**config.mk**
```make
export PLATFORM = sky130hd
export DESIGN_NAME = fgdio_top
export DESIGN_NICKNAME = d
export VERILOG_FILES = /design/src/logic/fgdio_pkg.sv /design/src/logic/fgdio_in_line.sv /design/src/logic/fgdio_strobe.sv /design/src/logic/fgdio_top.sv
export VERILOG_INCLUDE_DIRS = /design/src /design/src/logic
export SDC_FILE = /design/constraint.sdc
export NUM_CORES = 1
export LEC_CHECK = 0
export ABC_CLOCK_PERIOD_IN_PS = 2900
export BUFFER_PORTS_ARGS = -buffer_cell sky130_fd_sc_hd__clkbuf_2
export CAP_MARGIN = 10
export CORE_MARGIN = 2
export CORE_UTILIZATION = 40
export CTS_CLUSTER_SIZE = 8
export DETAILED_ROUTE_END_ITERATION = 10
export PLACE_DENSITY_LB_ADDON = 0.05
export SLEW_MARGIN = 15
export SYNTH_ARGS = -nofsm -noshare
export SYNTH_HDL_FRONTEND = slang
export SYNTH_SLANG_ARGS = --single-unit
```
**constraint.sdc**
```tcl
create_clock -name pclk -period 2.9 [get_ports pclk]
set_clock_uncertainty 0.2 [all_clocks]
set_input_delay 0.145 -clock pclk [delete_from_list [all_inputs] [get_ports pclk]]
set_output_delay 0.145 -clock pclk [all_outputs]
set_load 0.02 [all_outputs]
```
**src/logic/fgdio_cfg.svh**
```systemverilog
// Register offsets, reset values and timing counts of the digital I/O port
`ifndef FGDIO_CFG_SVH
`define FGDIO_CFG_SVH
`define FGDIO_ADDR_W 8
`define FGDIO_TYPE_OFF 8'h00
`define FGDIO_STATE_OFF 8'h04
`define FGDIO_STROBE_OFF 8'h08
`define FGDIO_WAIT_OFF 8'h0c
`define FGDIO_SWITCH_OFF 8'h10
`define FGDIO_IRQ_STAT_OFF 8'h14
`define FGDIO_IRQ_MASK_OFF 8'h18
`define FGDIO_PERIOD_OFF 8'h20
`define FGDIO_TYPE_RESET 8'h00
`define FGDIO_OUT_TYPES 8'hff
`define FGDIO_WAIT_EVERY_BIT 8
`define FGDIO_WAIT_BUSY_BIT 9
`define FGDIO_WAIT_DONE_BIT 10
`define FGDIO_IRQ_RESET 5'h00
`define FGDIO_CLK_NS 50
`define FGDIO_TICK_NS 1000
`define FGDIO_TICK_CYCLES (`FGDIO_TICK_NS / `FGDIO_CLK_NS)
`endif

```
**src/logic/fgdio_pkg.sv**
```systemverilog
// Types shared by the digital I/O port modules
package fgdio_pkg;
  typedef enum logic [1:0] {
    level_input_type = 2'h0,
    latch_on_rise_type = 2'h1,
    latch_on_fall_type = 2'h2,
    fixed_output_type = 2'h3
  } fgdio_io_kind_type;

  typedef enum logic [2:0] {
    wait_idle = 3'b001,
    wait_armed = 3'b010,
    wait_done = 3'b100
  } fgdio_wait_state_type;
endpackage : fgdio_pkg

```
**src/logic/fgdio_in_line.sv**
```systemverilog
// One input line: level follower or rising/falling edge latch
`timescale 1ns/1ps
module fgdio_in_line
  import fgdio_pkg::*;
(
  // Clock and reset
  input wire logic pclk,
  input wire logic presetn,
  // Pin and control
  input wire logic pin,
  input wire fgdio_io_kind_type kind,
  input wire logic clear,
  // Result
  output logic state,
  output logic edge_hit
);
  logic pin_q;
  logic armed;
  logic latched;

  // No edge is judged before the first sampled pin level
  wire rise_w = armed & pin & ~pin_q;
  wire fall_w = armed & ~pin & pin_q;
  wire hit_w = (kind == latch_on_rise_type) ? rise_w :
               (kind == latch_on_fall_type) ? fall_w : 1'b0;

  always_ff @(posedge pclk or negedge presetn) begin
    if (!presetn) begin
      pin_q <= 1'b0;
      armed <= 1'b0;
      latched <= 1'b0;
    end else begin
      pin_q <= pin;
      armed <= 1'b1;
      latched <= hit_w | (latched & ~clear);
    end
  end

  assign state = (kind == level_input_type) ? pin : latched;
  assign edge_hit = hit_w;
endmodule : fgdio_in_line

```
**src/logic/fgdio_strobe.sv**
```systemverilog
// One output line: pulse of programmed length counted in microsecond ticks
`timescale 1ns/1ps
module fgdio_strobe #(
  parameter int PERIOD_W = 24
) (
  // Clock and reset
  input wire logic pclk,
  input wire logic presetn,
  // Control
  input wire logic tick,
  input wire logic start,
  input wire logic [PERIOD_W-1:0] period,
  // Pin
  output logic pulse
);
  localparam logic [PERIOD_W-1:0] ONE_C = PERIOD_W'(1);
  logic [PERIOD_W-1:0] remain;

  wire load_w = start & (period != '0);
  wire last_w = pulse & tick & (remain == ONE_C);

  always_ff @(posedge pclk or negedge presetn) begin
    if (!presetn) begin
      remain <= '0;
      pulse <= 1'b0;
    end else if (load_w) begin
      remain <= period;
      pulse <= 1'b1;
    end else if (pulse && tick) begin
      remain <= remain - ONE_C;
      pulse <= ~last_w;
    end
  end
endmodule : fgdio_strobe

```
**src/logic/fgdio_top.sv**
```systemverilog
// Digital I/O port: four input lines, four strobe outputs, event wait, APB registers
//
// Behaviour
// - Lines 0 to 3 are inputs only: level, rising latch or falling latch.
// - Lines 4 to 7 are outputs; their type always reads back as output.
// - Rising-latch line records 1 when the pin goes low to high.
// - Falling-latch line records 1 when the pin goes high to low.
// - Level line reports the current pin value, without latching.
// - Each output line has its own strobe period, readable per line.
// - Completed wait records highest satisfying line; reads zero until then.
//
// The APB register port and the register addresses were chosen for this implementation.
`timescale 1ns/1ps
`include "fgdio_cfg.svh"
module fgdio_top
  import fgdio_pkg::*;
#(
  parameter int PERIOD_W = 24
) (
  // Clock and reset
  input wire logic pclk,
  input wire logic presetn,
  // APB slave
  input wire logic psel,
  input wire logic penable,
  input wire logic pwrite,
  input wire logic [`FGDIO_ADDR_W-1:0] paddr,
  input wire logic [31:0] pwdata,
  output logic [31:0] prdata,
  output logic pready,
  output logic pslverr,
  // Pins
  input wire logic [3:0] line_in,
  output logic [3:0] line_out,
  // Interrupt
  output logic irq
);
  localparam int TICK_W = $clog2(`FGDIO_TICK_CYCLES);
  localparam logic [TICK_W-1:0] TICK_LAST = TICK_W'(`FGDIO_TICK_CYCLES - 1);

  // Index of the highest set bit of a line set
  function automatic logic [2:0] highest_line(input logic [3:0] v);
    logic [2:0] r;
    r = 3'h0;
    for (int i = 0; i < 4; i++) begin
      if (v[i]) begin
        r = 3'(i);
      end
    end
    return r;
  endfunction : highest_line

  // APB decode
  wire setup_w = psel & ~penable;
  wire access_w = psel & penable;
  wire wr_w = access_w & pwrite;
  wire rd_setup_w = setup_w & ~pwrite;
  wire rd_access_w = access_w & ~pwrite;

  wire hit_type_w = paddr == `FGDIO_TYPE_OFF;
  wire hit_state_w = paddr == `FGDIO_STATE_OFF;
  wire hit_strobe_w = paddr == `FGDIO_STROBE_OFF;
  wire hit_wait_w = paddr == `FGDIO_WAIT_OFF;
  wire hit_switch_w = paddr == `FGDIO_SWITCH_OFF;
  wire hit_stat_w = paddr == `FGDIO_IRQ_STAT_OFF;
  wire hit_mask_w = paddr == `FGDIO_IRQ_MASK_OFF;
  wire [3:0] hit_period_w;
  wire hit_any_w = hit_type_w | hit_state_w | hit_strobe_w | hit_wait_w | hit_switch_w |
                   hit_stat_w | hit_mask_w | (|hit_period_w);

  wire wr_type_w = wr_w & hit_type_w;
  wire wr_state_w = wr_w & hit_state_w;
  wire wr_strobe_w = wr_w & hit_strobe_w;
  wire wr_wait_w = wr_w & hit_wait_w;
  wire wr_mask_w = wr_w & hit_mask_w;
  wire rd_stat_w = rd_access_w & hit_stat_w;

  // Line state
  fgdio_io_kind_type kind_q [4];
  logic [PERIOD_W-1:0] period_q [4];
  wire [3:0] type_change_w;
  wire [3:0] clear_w;
  wire [3:0] in_state_w;
  wire [3:0] edge_hit_w;
  wire [3:0] strobe_go_w;
  wire [7:0] kind_rb_w;

  // Microsecond tick for strobe timing
  logic [TICK_W-1:0] tick_cnt;
  wire tick_w = tick_cnt == TICK_LAST;

  always_ff @(posedge pclk or negedge presetn) begin
    if (!presetn) begin
      tick_cnt <= '0;
    end else begin
      tick_cnt <= tick_w ? '0 : tick_cnt + TICK_W'(1);
    end
  end

  genvar g;
  generate
    for (g = 0; g < 4; g++) begin : g_line
      wire [1:0] req_w = pwdata[2*g+1:2*g];
      // Output type is refused on an input line
      assign type_change_w[g] = wr_type_w && req_w != 2'(fixed_output_type) &&
                                req_w != 2'(kind_q[g]);
      assign clear_w[g] = (wr_state_w & pwdata[g]) | type_change_w[g];
      assign hit_period_w[g] = paddr == `FGDIO_ADDR_W'(`FGDIO_PERIOD_OFF + 4 * g);
      assign strobe_go_w[g] = wr_strobe_w & pwdata[g];
      assign kind_rb_w[2*g+1:2*g] = 2'(kind_q[g]);

      always_ff @(posedge pclk or negedge presetn) begin
        if (!presetn) begin
          kind_q[g] <= level_input_type;
          period_q[g] <= '0;
        end else begin
          if (type_change_w[g]) begin
            kind_q[g] <= fgdio_io_kind_type'(req_w);
          end
          if (wr_w && hit_period_w[g]) begin
            period_q[g] <= pwdata[PERIOD_W-1:0];
          end
        end
      end

      fgdio_in_line u_in (
        .pclk(pclk),
        .presetn(presetn),
        .pin(line_in[g]),
        .kind(kind_q[g]),
        .clear(clear_w[g]),
        .state(in_state_w[g]),
        .edge_hit(edge_hit_w[g])
      );

      fgdio_strobe #(
        .PERIOD_W(PERIOD_W)
      ) u_out (
        .pclk(pclk),
        .presetn(presetn),
        .tick(tick_w),
        .start(strobe_go_w[g]),
        .period(period_q[g]),
        .pulse(line_out[g])
      );
    end
  endgenerate

  // Event wait
  fgdio_wait_state_type wait_state;
  fgdio_wait_state_type next_wait_state;
  logic [3:0] wait_mask;
  logic wait_every;
  logic [2:0] switch_line;
  logic [2:0] next_switch_line;

  wire [3:0] seen_w = in_state_w & wait_mask;
  wire any_ok_w = |seen_w;
  wire every_ok_w = seen_w == wait_mask;
  wire wait_met_w = (wait_state == wait_armed) && !wr_wait_w &&
                    (wait_every ? every_ok_w : any_ok_w);
  wire [2:0] any_line_w = highest_line(seen_w);
  wire [2:0] every_line_w = highest_line(wait_mask);

  always_comb begin
    next_wait_state = wait_state;
    next_switch_line = switch_line;
    case (wait_state)
      wait_idle, wait_done: begin
        if (wr_wait_w && pwdata[3:0] != 4'h0) begin
          next_wait_state = wait_armed;
          next_switch_line = 3'h0;
        end
      end
      wait_armed: begin
        if (wr_wait_w) begin
          next_wait_state = (pwdata[3:0] != 4'h0) ? wait_armed : wait_idle;
        end else if (wait_met_w) begin
          next_wait_state = wait_done;
          next_switch_line = wait_every ? every_line_w : any_line_w;
        end
      end
      default: begin
        next_wait_state = wait_idle;
      end
    endcase
  end

  always_ff @(posedge pclk or negedge presetn) begin
    if (!presetn) begin
      wait_state <= wait_idle;
      switch_line <= 3'h0;
      wait_mask <= 4'h0;
      wait_every <= 1'b0;
    end else begin
      wait_state <= next_wait_state;
      switch_line <= next_switch_line;
      if (wr_wait_w) begin
        wait_mask <= pwdata[3:0];
        wait_every <= pwdata[`FGDIO_WAIT_EVERY_BIT];
      end
    end
  end

  // Interrupt status: bit 0 wait done, bits 4:1 input edges
  logic [4:0] irq_stat;
  logic [4:0] irq_mask;
  wire [4:0] irq_set_w = {edge_hit_w, wait_met_w};
  wire [4:0] irq_clr_w = rd_stat_w ? prdata[4:0] : 5'h00;

  always_ff @(posedge pclk or negedge presetn) begin
    if (!presetn) begin
      irq_stat <= `FGDIO_IRQ_RESET;
      irq_mask <= `FGDIO_IRQ_RESET;
    end else begin
      // A new event wins over the read that clears it
      irq_stat <= (irq_stat & ~irq_clr_w) | irq_set_w;
      if (wr_mask_w) begin
        irq_mask <= pwdata[4:0];
      end
    end
  end

  assign irq = |(irq_stat & irq_mask);

  // Read data, captured in the setup phase
  wire [31:0] wait_rb_w = {21'h0, wait_state == wait_done, wait_state == wait_armed,
                           wait_every, 4'h0, wait_mask};
  wire [31:0] rdata_w =
    hit_type_w ? {16'h0, `FGDIO_OUT_TYPES, kind_rb_w} :
    hit_state_w ? {24'h0, line_out, in_state_w} :
    hit_wait_w ? wait_rb_w :
    hit_switch_w ? {29'h0, switch_line} :
    hit_stat_w ? {27'h0, irq_stat} :
    hit_mask_w ? {27'h0, irq_mask} :
    hit_period_w[0] ? 32'(period_q[0]) :
    hit_period_w[1] ? 32'(period_q[1]) :
    hit_period_w[2] ? 32'(period_q[2]) :
    hit_period_w[3] ? 32'(period_q[3]) : 32'h0;

  always_ff @(posedge pclk or negedge presetn) begin
    if (!presetn) begin
      prdata <= 32'h0;
    end else if (rd_setup_w) begin
      prdata <= rdata_w;
    end
  end

  assign pready = 1'b1;
  assign pslverr = access_w & ~hit_any_w;
endmodule : fgdio_top

```
==> flow_summary.ini, run 1 <==
[run_status]
status = finished clean

[synth]
yosysWarnings = 0
avgSynthCellArea_um2 = 10.3
ys.flop_type = dfrtp_1
ys_ff_latch = 262
synth.distinct_cells = 74
yosysSeqAreaShare_pct = 47.4
synth-edff-count = 0
synth_area_mm2 = 0.0138
syn_inst = 1348
synthArstFlopShare_pct = 100

[floorplan]
fp.coreArea_mm2 = 0.0343
dieArea_mm2 = 0.0361
die_h_um = 190
initial_core_util_pct = 40.3
std_cell_rows = 68
die_w_um = 190
io_pins = 88

[layout]
n_antenna_cell = 0
drive_above_1_share_pct = 20.6
fin_util_pct = 47.1
multiInputGateArea_mm2 = 0.00678
final_net_count = 1534
syn_to_final_growth_pct = 16.9
n_fill_cell = 3274
seq_area_mm2 = 0.00656

[min_path]
hold_path_class = input port to register
hold_depth = 4

[routing]
wl_mm = 41.6
drtAntennaViolNets = 0
vias = 10800
drtIter0Drc = 679
firstDrtPassIters = 7
drc = 0
vias_per_cell = 5.57
wire_per_inst_um = 21.5

[grt]
antenna_found_initial = 0
grt_usage_pct = 23.5
grt_pass1_wl_mm = 64.2
grt_overflow = 0
grt_pass1_vias = 10600
grt_start_max_net_pins = 74

[cts]
cts_resized = 0
cts_num_sinks = 262
cts_made_buffers = 38
clk_latency_ns = 0.53
htree_levels = 2
path_clk_slew_ns = 0.05
clockRootBuffer = clkbuf_16
cts_setup_buffers = 0
clk_path_buf_depth = 3
cts_tree = built

[timing]
timing.fmax_mhz = 387
setup-tns-final_ns = 0
max_slew_margin_pct = 45.6
finalCriticalPeriod_ns = 2.58
fin_crit_sh_pct = 89.1
tightest_slew_ns = 0.816
whs_ns = 0.0548
setup_viol = 0
fin_ws_ns = 0.316
drv_slew = 0
finalHoldViolations = 0
rsz0062_at_grt = no

[power_and_ir_drop]
p_total_w = 0.00839
p_leak_nw = 7.25
irDropWorstVdd_mv = 0.410
p_per_area_mw_per_mm2 = 519

[worst_setup_path]
critPathLaunchType = register
path_cells = ha_1, and4bb_2, nand3_1, nor2_1, nand3_1, xor2_1, a21oi_1
cpMostUsedCell = nand3_1
r2r-start = tick_cnt[0]
rrSetupSlack_ns = 0.32
timing.rr.end = g_line[2].u_out.remain[18]
cp-endpoint = g_line[2].u_out.remain[18]
endpoint_kind = register
path_max_fanout = 14
critPathTopFamily = simple AND/OR/NAND/NOR gates
slowest_delay_ns = 0.54
r2r_cells = 7
cp_num_cells = 7
crit_slowest_cell = and4bb_2
cp.arrival_ns = 2.83
criticalPathCategory = register to register
cp_data_required_time_ns = 3.14
startpoint = tick_cnt[0]
path_buf_inv = 0

[placed_design]
port_buffers = 70
dp_slack_ns = 0.306
dp_hpwl_mm = 30.0
gp_congestion = 0.845

[run]
timing.max_cap.violations = 0
-- through the flow --
step	std cells	cell area (um2)
final	1937	16200
after global routing	1937	16200
after CTS	1937	16200
after detailed placement	1855	14800
after global placement	1855	14800
after floorplan	1356	13900
-- worst register-to-register path, delay by kind of cell (launching register included) --
kind / cells / cell delay, ns
XOR/XNOR: 1 / 0.16
AND/OR/NAND/NOR: 4 / 1.39
AO/OA/AOI/OAI: 1 / 0.15
adder cells (fa/ha/maj): 1 / 0.24
flip-flops: 1 / 0.37
-- cell type report --
cell class	instances	area share, %
well taps	455	3.52
clock buffers	45	6.24
multi-input cells	992	41.9
clock inverters	1	0.0542
flip-flops and latches	262	40.6
repair buffers	155	7.05
inverters	27	0.627
-- per-layer routing --
layer  vias to the layer above  wire (um)  part of all wire, %  global-route usage [%]
li1                       5097          -                    -                       -
met3                        71       1940                  4.7                    3.82
met1                      5381      19300                   46                    32.6
met4                         0       1090                  2.6                    7.19
met5                         -          0                    0                       0
met2                       245      19200                   46                    37.6
-- power by group --
part           total, W  switching [W]  internal, W
sequential      0.00384      0.0000928      0.00375
clock           0.00399        0.00158      0.00241
combinational  0.000561       0.000358     0.000203
total           0.00839        0.00203      0.00636
-- cell families after synthesis --
family                     after synthesis  share of synthesized area (%)
DFF                                    262                           47.4
other                                    2                         0.0543
AOI/OAI and AO/OA                      289                           12.8
xor gates and xnor gates                94                           5.96
muxes                                  119                           11.3
and+or+nand+nor                        471                           17.9
adders and majority gates                9                          0.815
buffers and inverters                  102                           3.79
-- state kept, by name (all words and copies together), names as in the netlist --
register and cells:
g_line.u_out.remain 96, period_q 96, prdata 24, kind_q 8, irq_mask 5, irq_stat 5, tick_cnt 5, g_line.u_in.latched 4
g_line.u_in.pin_q 4, g_line.u_out.pulse 4, wait_mask 4, wait_state 3, switch_line 2, g_line.u_in.armed 1, wait_every 1
-- cell usage in the layout, fill, tap and decap left out, types with 7 or more instances in the layout --
cell and instances:
a21o_1 7, o211ai_1 9, a21oi_1 135, dlygate4sd3_1 36, xnor2_1 61, clkbuf_2 69
o22ai_1 12, o21ai_0 46, or4_1 8, and3_1 9, a222oi_1 9, dfrtp_1 261
nand4_1 9, a31oi_1 15, buf_4 45, mux2_4 60, or3_1 21, clkbuf_16 39
xor2_1 33, conb_1 10, inv_1 27, a22o_1 14, ha_1 9, nor2_1 163
nor3_1 31, nand2_1 101, mux2_2 49, nor4_1 47, nand3_1 22
-- synth_stat cells, types with 8 or more instances --
cell type	number	area share, %
o211ai_1	9	0.49
buf_4	16	0.87
nand4_1	9	0.41
o22ai_1	12	0.54
nand2_1	101	2.7
xor2_1	33	2.1
nand3_1	22	0.80
ha_1	9	0.81
and3_1	9	0.41
mux2_2	49	4.0
mux2_4	60	6.5
nor2_1	163	4.4
clkbuf_1	25	0.68
a222oi_1	9	0.65
a22o_1	14	0.89
inv_1	27	0.73
xnor2_1	61	3.9
a21oi_1	135	4.9
buf_2	23	0.83
or4_1	8	0.43
o21ai_0	46	1.7
nor4_1	47	2.1
dfrtp_1	261	47
or3_1	21	0.95
nor3_1	31	1.1
a31oi_1	15	0.68
-- worst min-delay path by stage --
stage	startpoint	endpoint	slack [ns]
after global placement	presetn	period_q[66]	-0.05
after global routing	paddr[2]	prdata[1]	0.08
final	paddr[2]	prdata[1]	0.05
after floorplan	presetn	g_line[0].u_in.latched	-0.35
after CTS	paddr[1]	prdata[1]	0.05
after detailed placement	presetn	period_q[66]	-0.05
-- what timing repair did --
item | in CTS | in global routing
hold buffers | 36 | 0
hold endpoints to repair | 391 | 0
endpoints found under the setup margin | 0 | 0
No activity file was read; power rests on OpenSTA's default activity.
==> run 2: changes to the inputs <==
CAP_MARGIN = default   (was 10)
SETUP_SLACK_MARGIN = 0.4   (was default)
SYNTH_HIERARCHICAL = 1   (was default)
==> flow_summary.ini, run 2 <==
[worst_setup_path]
cp.arrival_ns = 2.76
endpoint_kind = register
path_max_fanout = 10
critPathLaunchType = register
cp_data_required_time_ns = 3.18
criticalPathCategory = register to register

[synth]
synth_area_mm2 = 0.0145
netlist_top_cells_area = dfrtp_1 46%, mux2_2 11%, nand2_1 3.1%, a211oi_1 2.5%, a31oi_1 2.3%
synthArstFlopShare_pct = 100
ys.flop_type = dfrtp_1
yosysWarnings = 6
netlist.top_cell.by_area = dfrtp_1
ys_ff_latch = 265
yosysTopAreaCellShare_pct = 45.6
avgSynthCellArea_um2 = 10.6
syn_inst = 1372
yosys.cell_count.top_type = dfrtp_1
synth.distinct_cells = 76
yosysSeqAreaShare_pct = 45.8
synth-edff-count = 0
ys_top_cells_by_count = 264 x dfrtp_1, 141 x mux2_2, 119 x nand2_1, 90 x nor2_1, 62 x o21ai_0

[floorplan]
std_cell_rows = 69
die_h_um = 194
initial_core_util_pct = 40.7
io_pins = 88
dieArea_mm2 = 0.0377
fp.coreArea_mm2 = 0.0356
die_w_um = 194

[timing]
fin_crit_sh_pct = 85.7
setup-tns-final_ns = 0
tightest_slew_ns = 0.771
rsz0062_at_grt = yes
drv_slew = 0
finalHoldViolations = 0
timing.fmax_mhz = 402
finalCriticalPeriod_ns = 2.48
max_slew_margin_pct = 48.1
setup_viol = 0

[routing]
drtAntennaViolNets = 0
vias = 11900
firstDrtPassIters = 5
drtIter0Drc = 959
vias_per_cell = 5.89
drc = 0
wire_per_inst_um = 23.4
wl_mm = 47.0

[power_and_ir_drop]
internal_power_w = 0.00647
switchingPower_w = 0.00217
seqPwrFrac_pct = 44.5
irDropWorstVdd_mv = 0.393
p_per_area_mw_per_mm2 = 497
pwr-share-clk_pct = 47.8
p_comb_share_pct = 7.6
switching_share_pct = 25.1
p_leak_nw = 7.12

[grt]
grt_pass1_wl_mm = 71.3
grt_pass1_vias = 11400
antenna_found_initial = 0
grt_start_max_net_pins = 76
grt_overflow = 0
grt_usage_pct = 24.6

[placed_design]
port_buffers = 70
gp_congestion = 0.861
dp_hpwl_mm = 33.1

[run]
timing.max_cap.violations = 0

[run_status]
status = finished clean

[layout]
syn_to_final_growth_pct = 20.1
fin_util_pct = 48.9
n_fill_cell = 3308
drive_above_1_share_pct = 27.0
layout_common_cells = 261 x dfrtp_1, 140 x mux2_2, 118 x nand2_1
layout_commonest_cell = dfrtp_1
reg.largest.list = g_line.u_out/remain x96, period_q x96, prdata x24
n_antenna_cell = 0
final_net_count = 1600

[cts]
cts_tree = built
clockRootBuffer = clkbuf_16
path_clk_slew_ns = 0.05
cts_made_buffers = 39
clk_path_buf_depth = 3
htree_levels = 2
cts_num_sinks = 265
clk_latency_ns = 0.56

[min_path]
hold_path_class = input port to register
run 2: final cells by class:
type	instances	area (um2)	area share, %
Clock buffer	47	1030	5.91
Clock inverter	3	33.8	0.194
Timing Repair Buffer	206	1570	9.01
Tap cell	461	577	3.32
Multi-Input combinational cell	1000	7440	42.8
Inverter	30	113	0.647
Sequential cell	265	6640	38.2
run 2: cell families after synthesis:
| logic type | count (synthesis) | synth area share (%) |
|---|---|---|
| buf+inv | 114 | 3.91 |
| xor+xnor | 52 | 3.15 |
| fa+ha+maj | 9 | 0.778 |
| flops | 265 | 45.8 |
| compound gates | 313 | 14.5 |
| mux | 167 | 13.2 |
| simple gates | 446 | 18.4 |
| other cells | 6 | 0.156 |
run 2: path summary, 6_finish.rpt:
path | start | to | slack (ns) | cells after the start
setup / recovery | tick_cnt[1] | g_line[2].u_out/remain[20] | 0.42 | 9
hold / removal | pwrite | wait_mask[3] | 0.02 | 5
hold reg to reg | g_line[1].u_in/latched | g_line[1].u_in/latched | 0.27 | 1
max in group asynchronous | presetn | wait_state[0] | 1.14 | 4
setup reg to reg | tick_cnt[1] | g_line[2].u_out/remain[20] | 0.42 | 9
min in group asynchronous | presetn | g_line[1].u_out/remain[17] | 0.48 | 3
run 2: power by group through the flow:
stage	Sequential, W	Combinational (W)	Clock [W]
after detailed placement	0.00390	0.000625	0
after global placement	0.00390	0.000622	0
after global routing	0.00385	0.000718	0.00438
final	0.00385	0.000660	0.00413
after CTS	0.00384	0.000661	0.00424
after floorplan	0.00392	0.000295	0
run 2: stage by stage:
step           std cells  hold WS, ns  power (W)  cell area [um2]  setup WS, ns
2_1_floorplan       1379       -0.351    0.00421            14600         0.391
3_3_place_gp        1906      -0.0539    0.00453            15700         0.353
3_5_place_dp        1906      -0.0567    0.00453            15700         0.306
4_1_cts             1990      0.00788    0.00875            17100         0.410
5_1_grt             2012       0.0702    0.00895            17400         0.285
6_report            2012       0.0248    0.00864            17400         0.415
run 2: what timing repair did:
item,4_1_cts,5_1_grt
hold endpoints to repair,387,0
hold buffers,32,0
pin swaps,1,6
resized for setup,1,24
endpoints found under the setup margin,11,50
gates cloned,1,3
buffers inserted,1,19
run 2: per-layer routing:
layer | share of wire, % | GRT usage, % | vias up | wire length [um]
li1 | - | - | 5487 | -
met1 | 47 | 35.7 | 5998 | 22300
met2 | 45 | 37.6 | 305 | 21300
met3 | 4.7 | 4.44 | 65 | 2190
met4 | 2.6 | 7.15 | 0 | 1210
met5 | 0 | 0 | - | 0
run 2: worst max-delay path: stages, from the launching register on:
cell	delay [ns]
dfrtp_1	0.38
ha_4	0.17
nand2_4	0.05
nor3_4	0.13
buf_4	0.17
clkbuf_16	0.16
and3_1	0.23
nand3_4	0.16
or4_1	0.55
a31oi_1	0.19
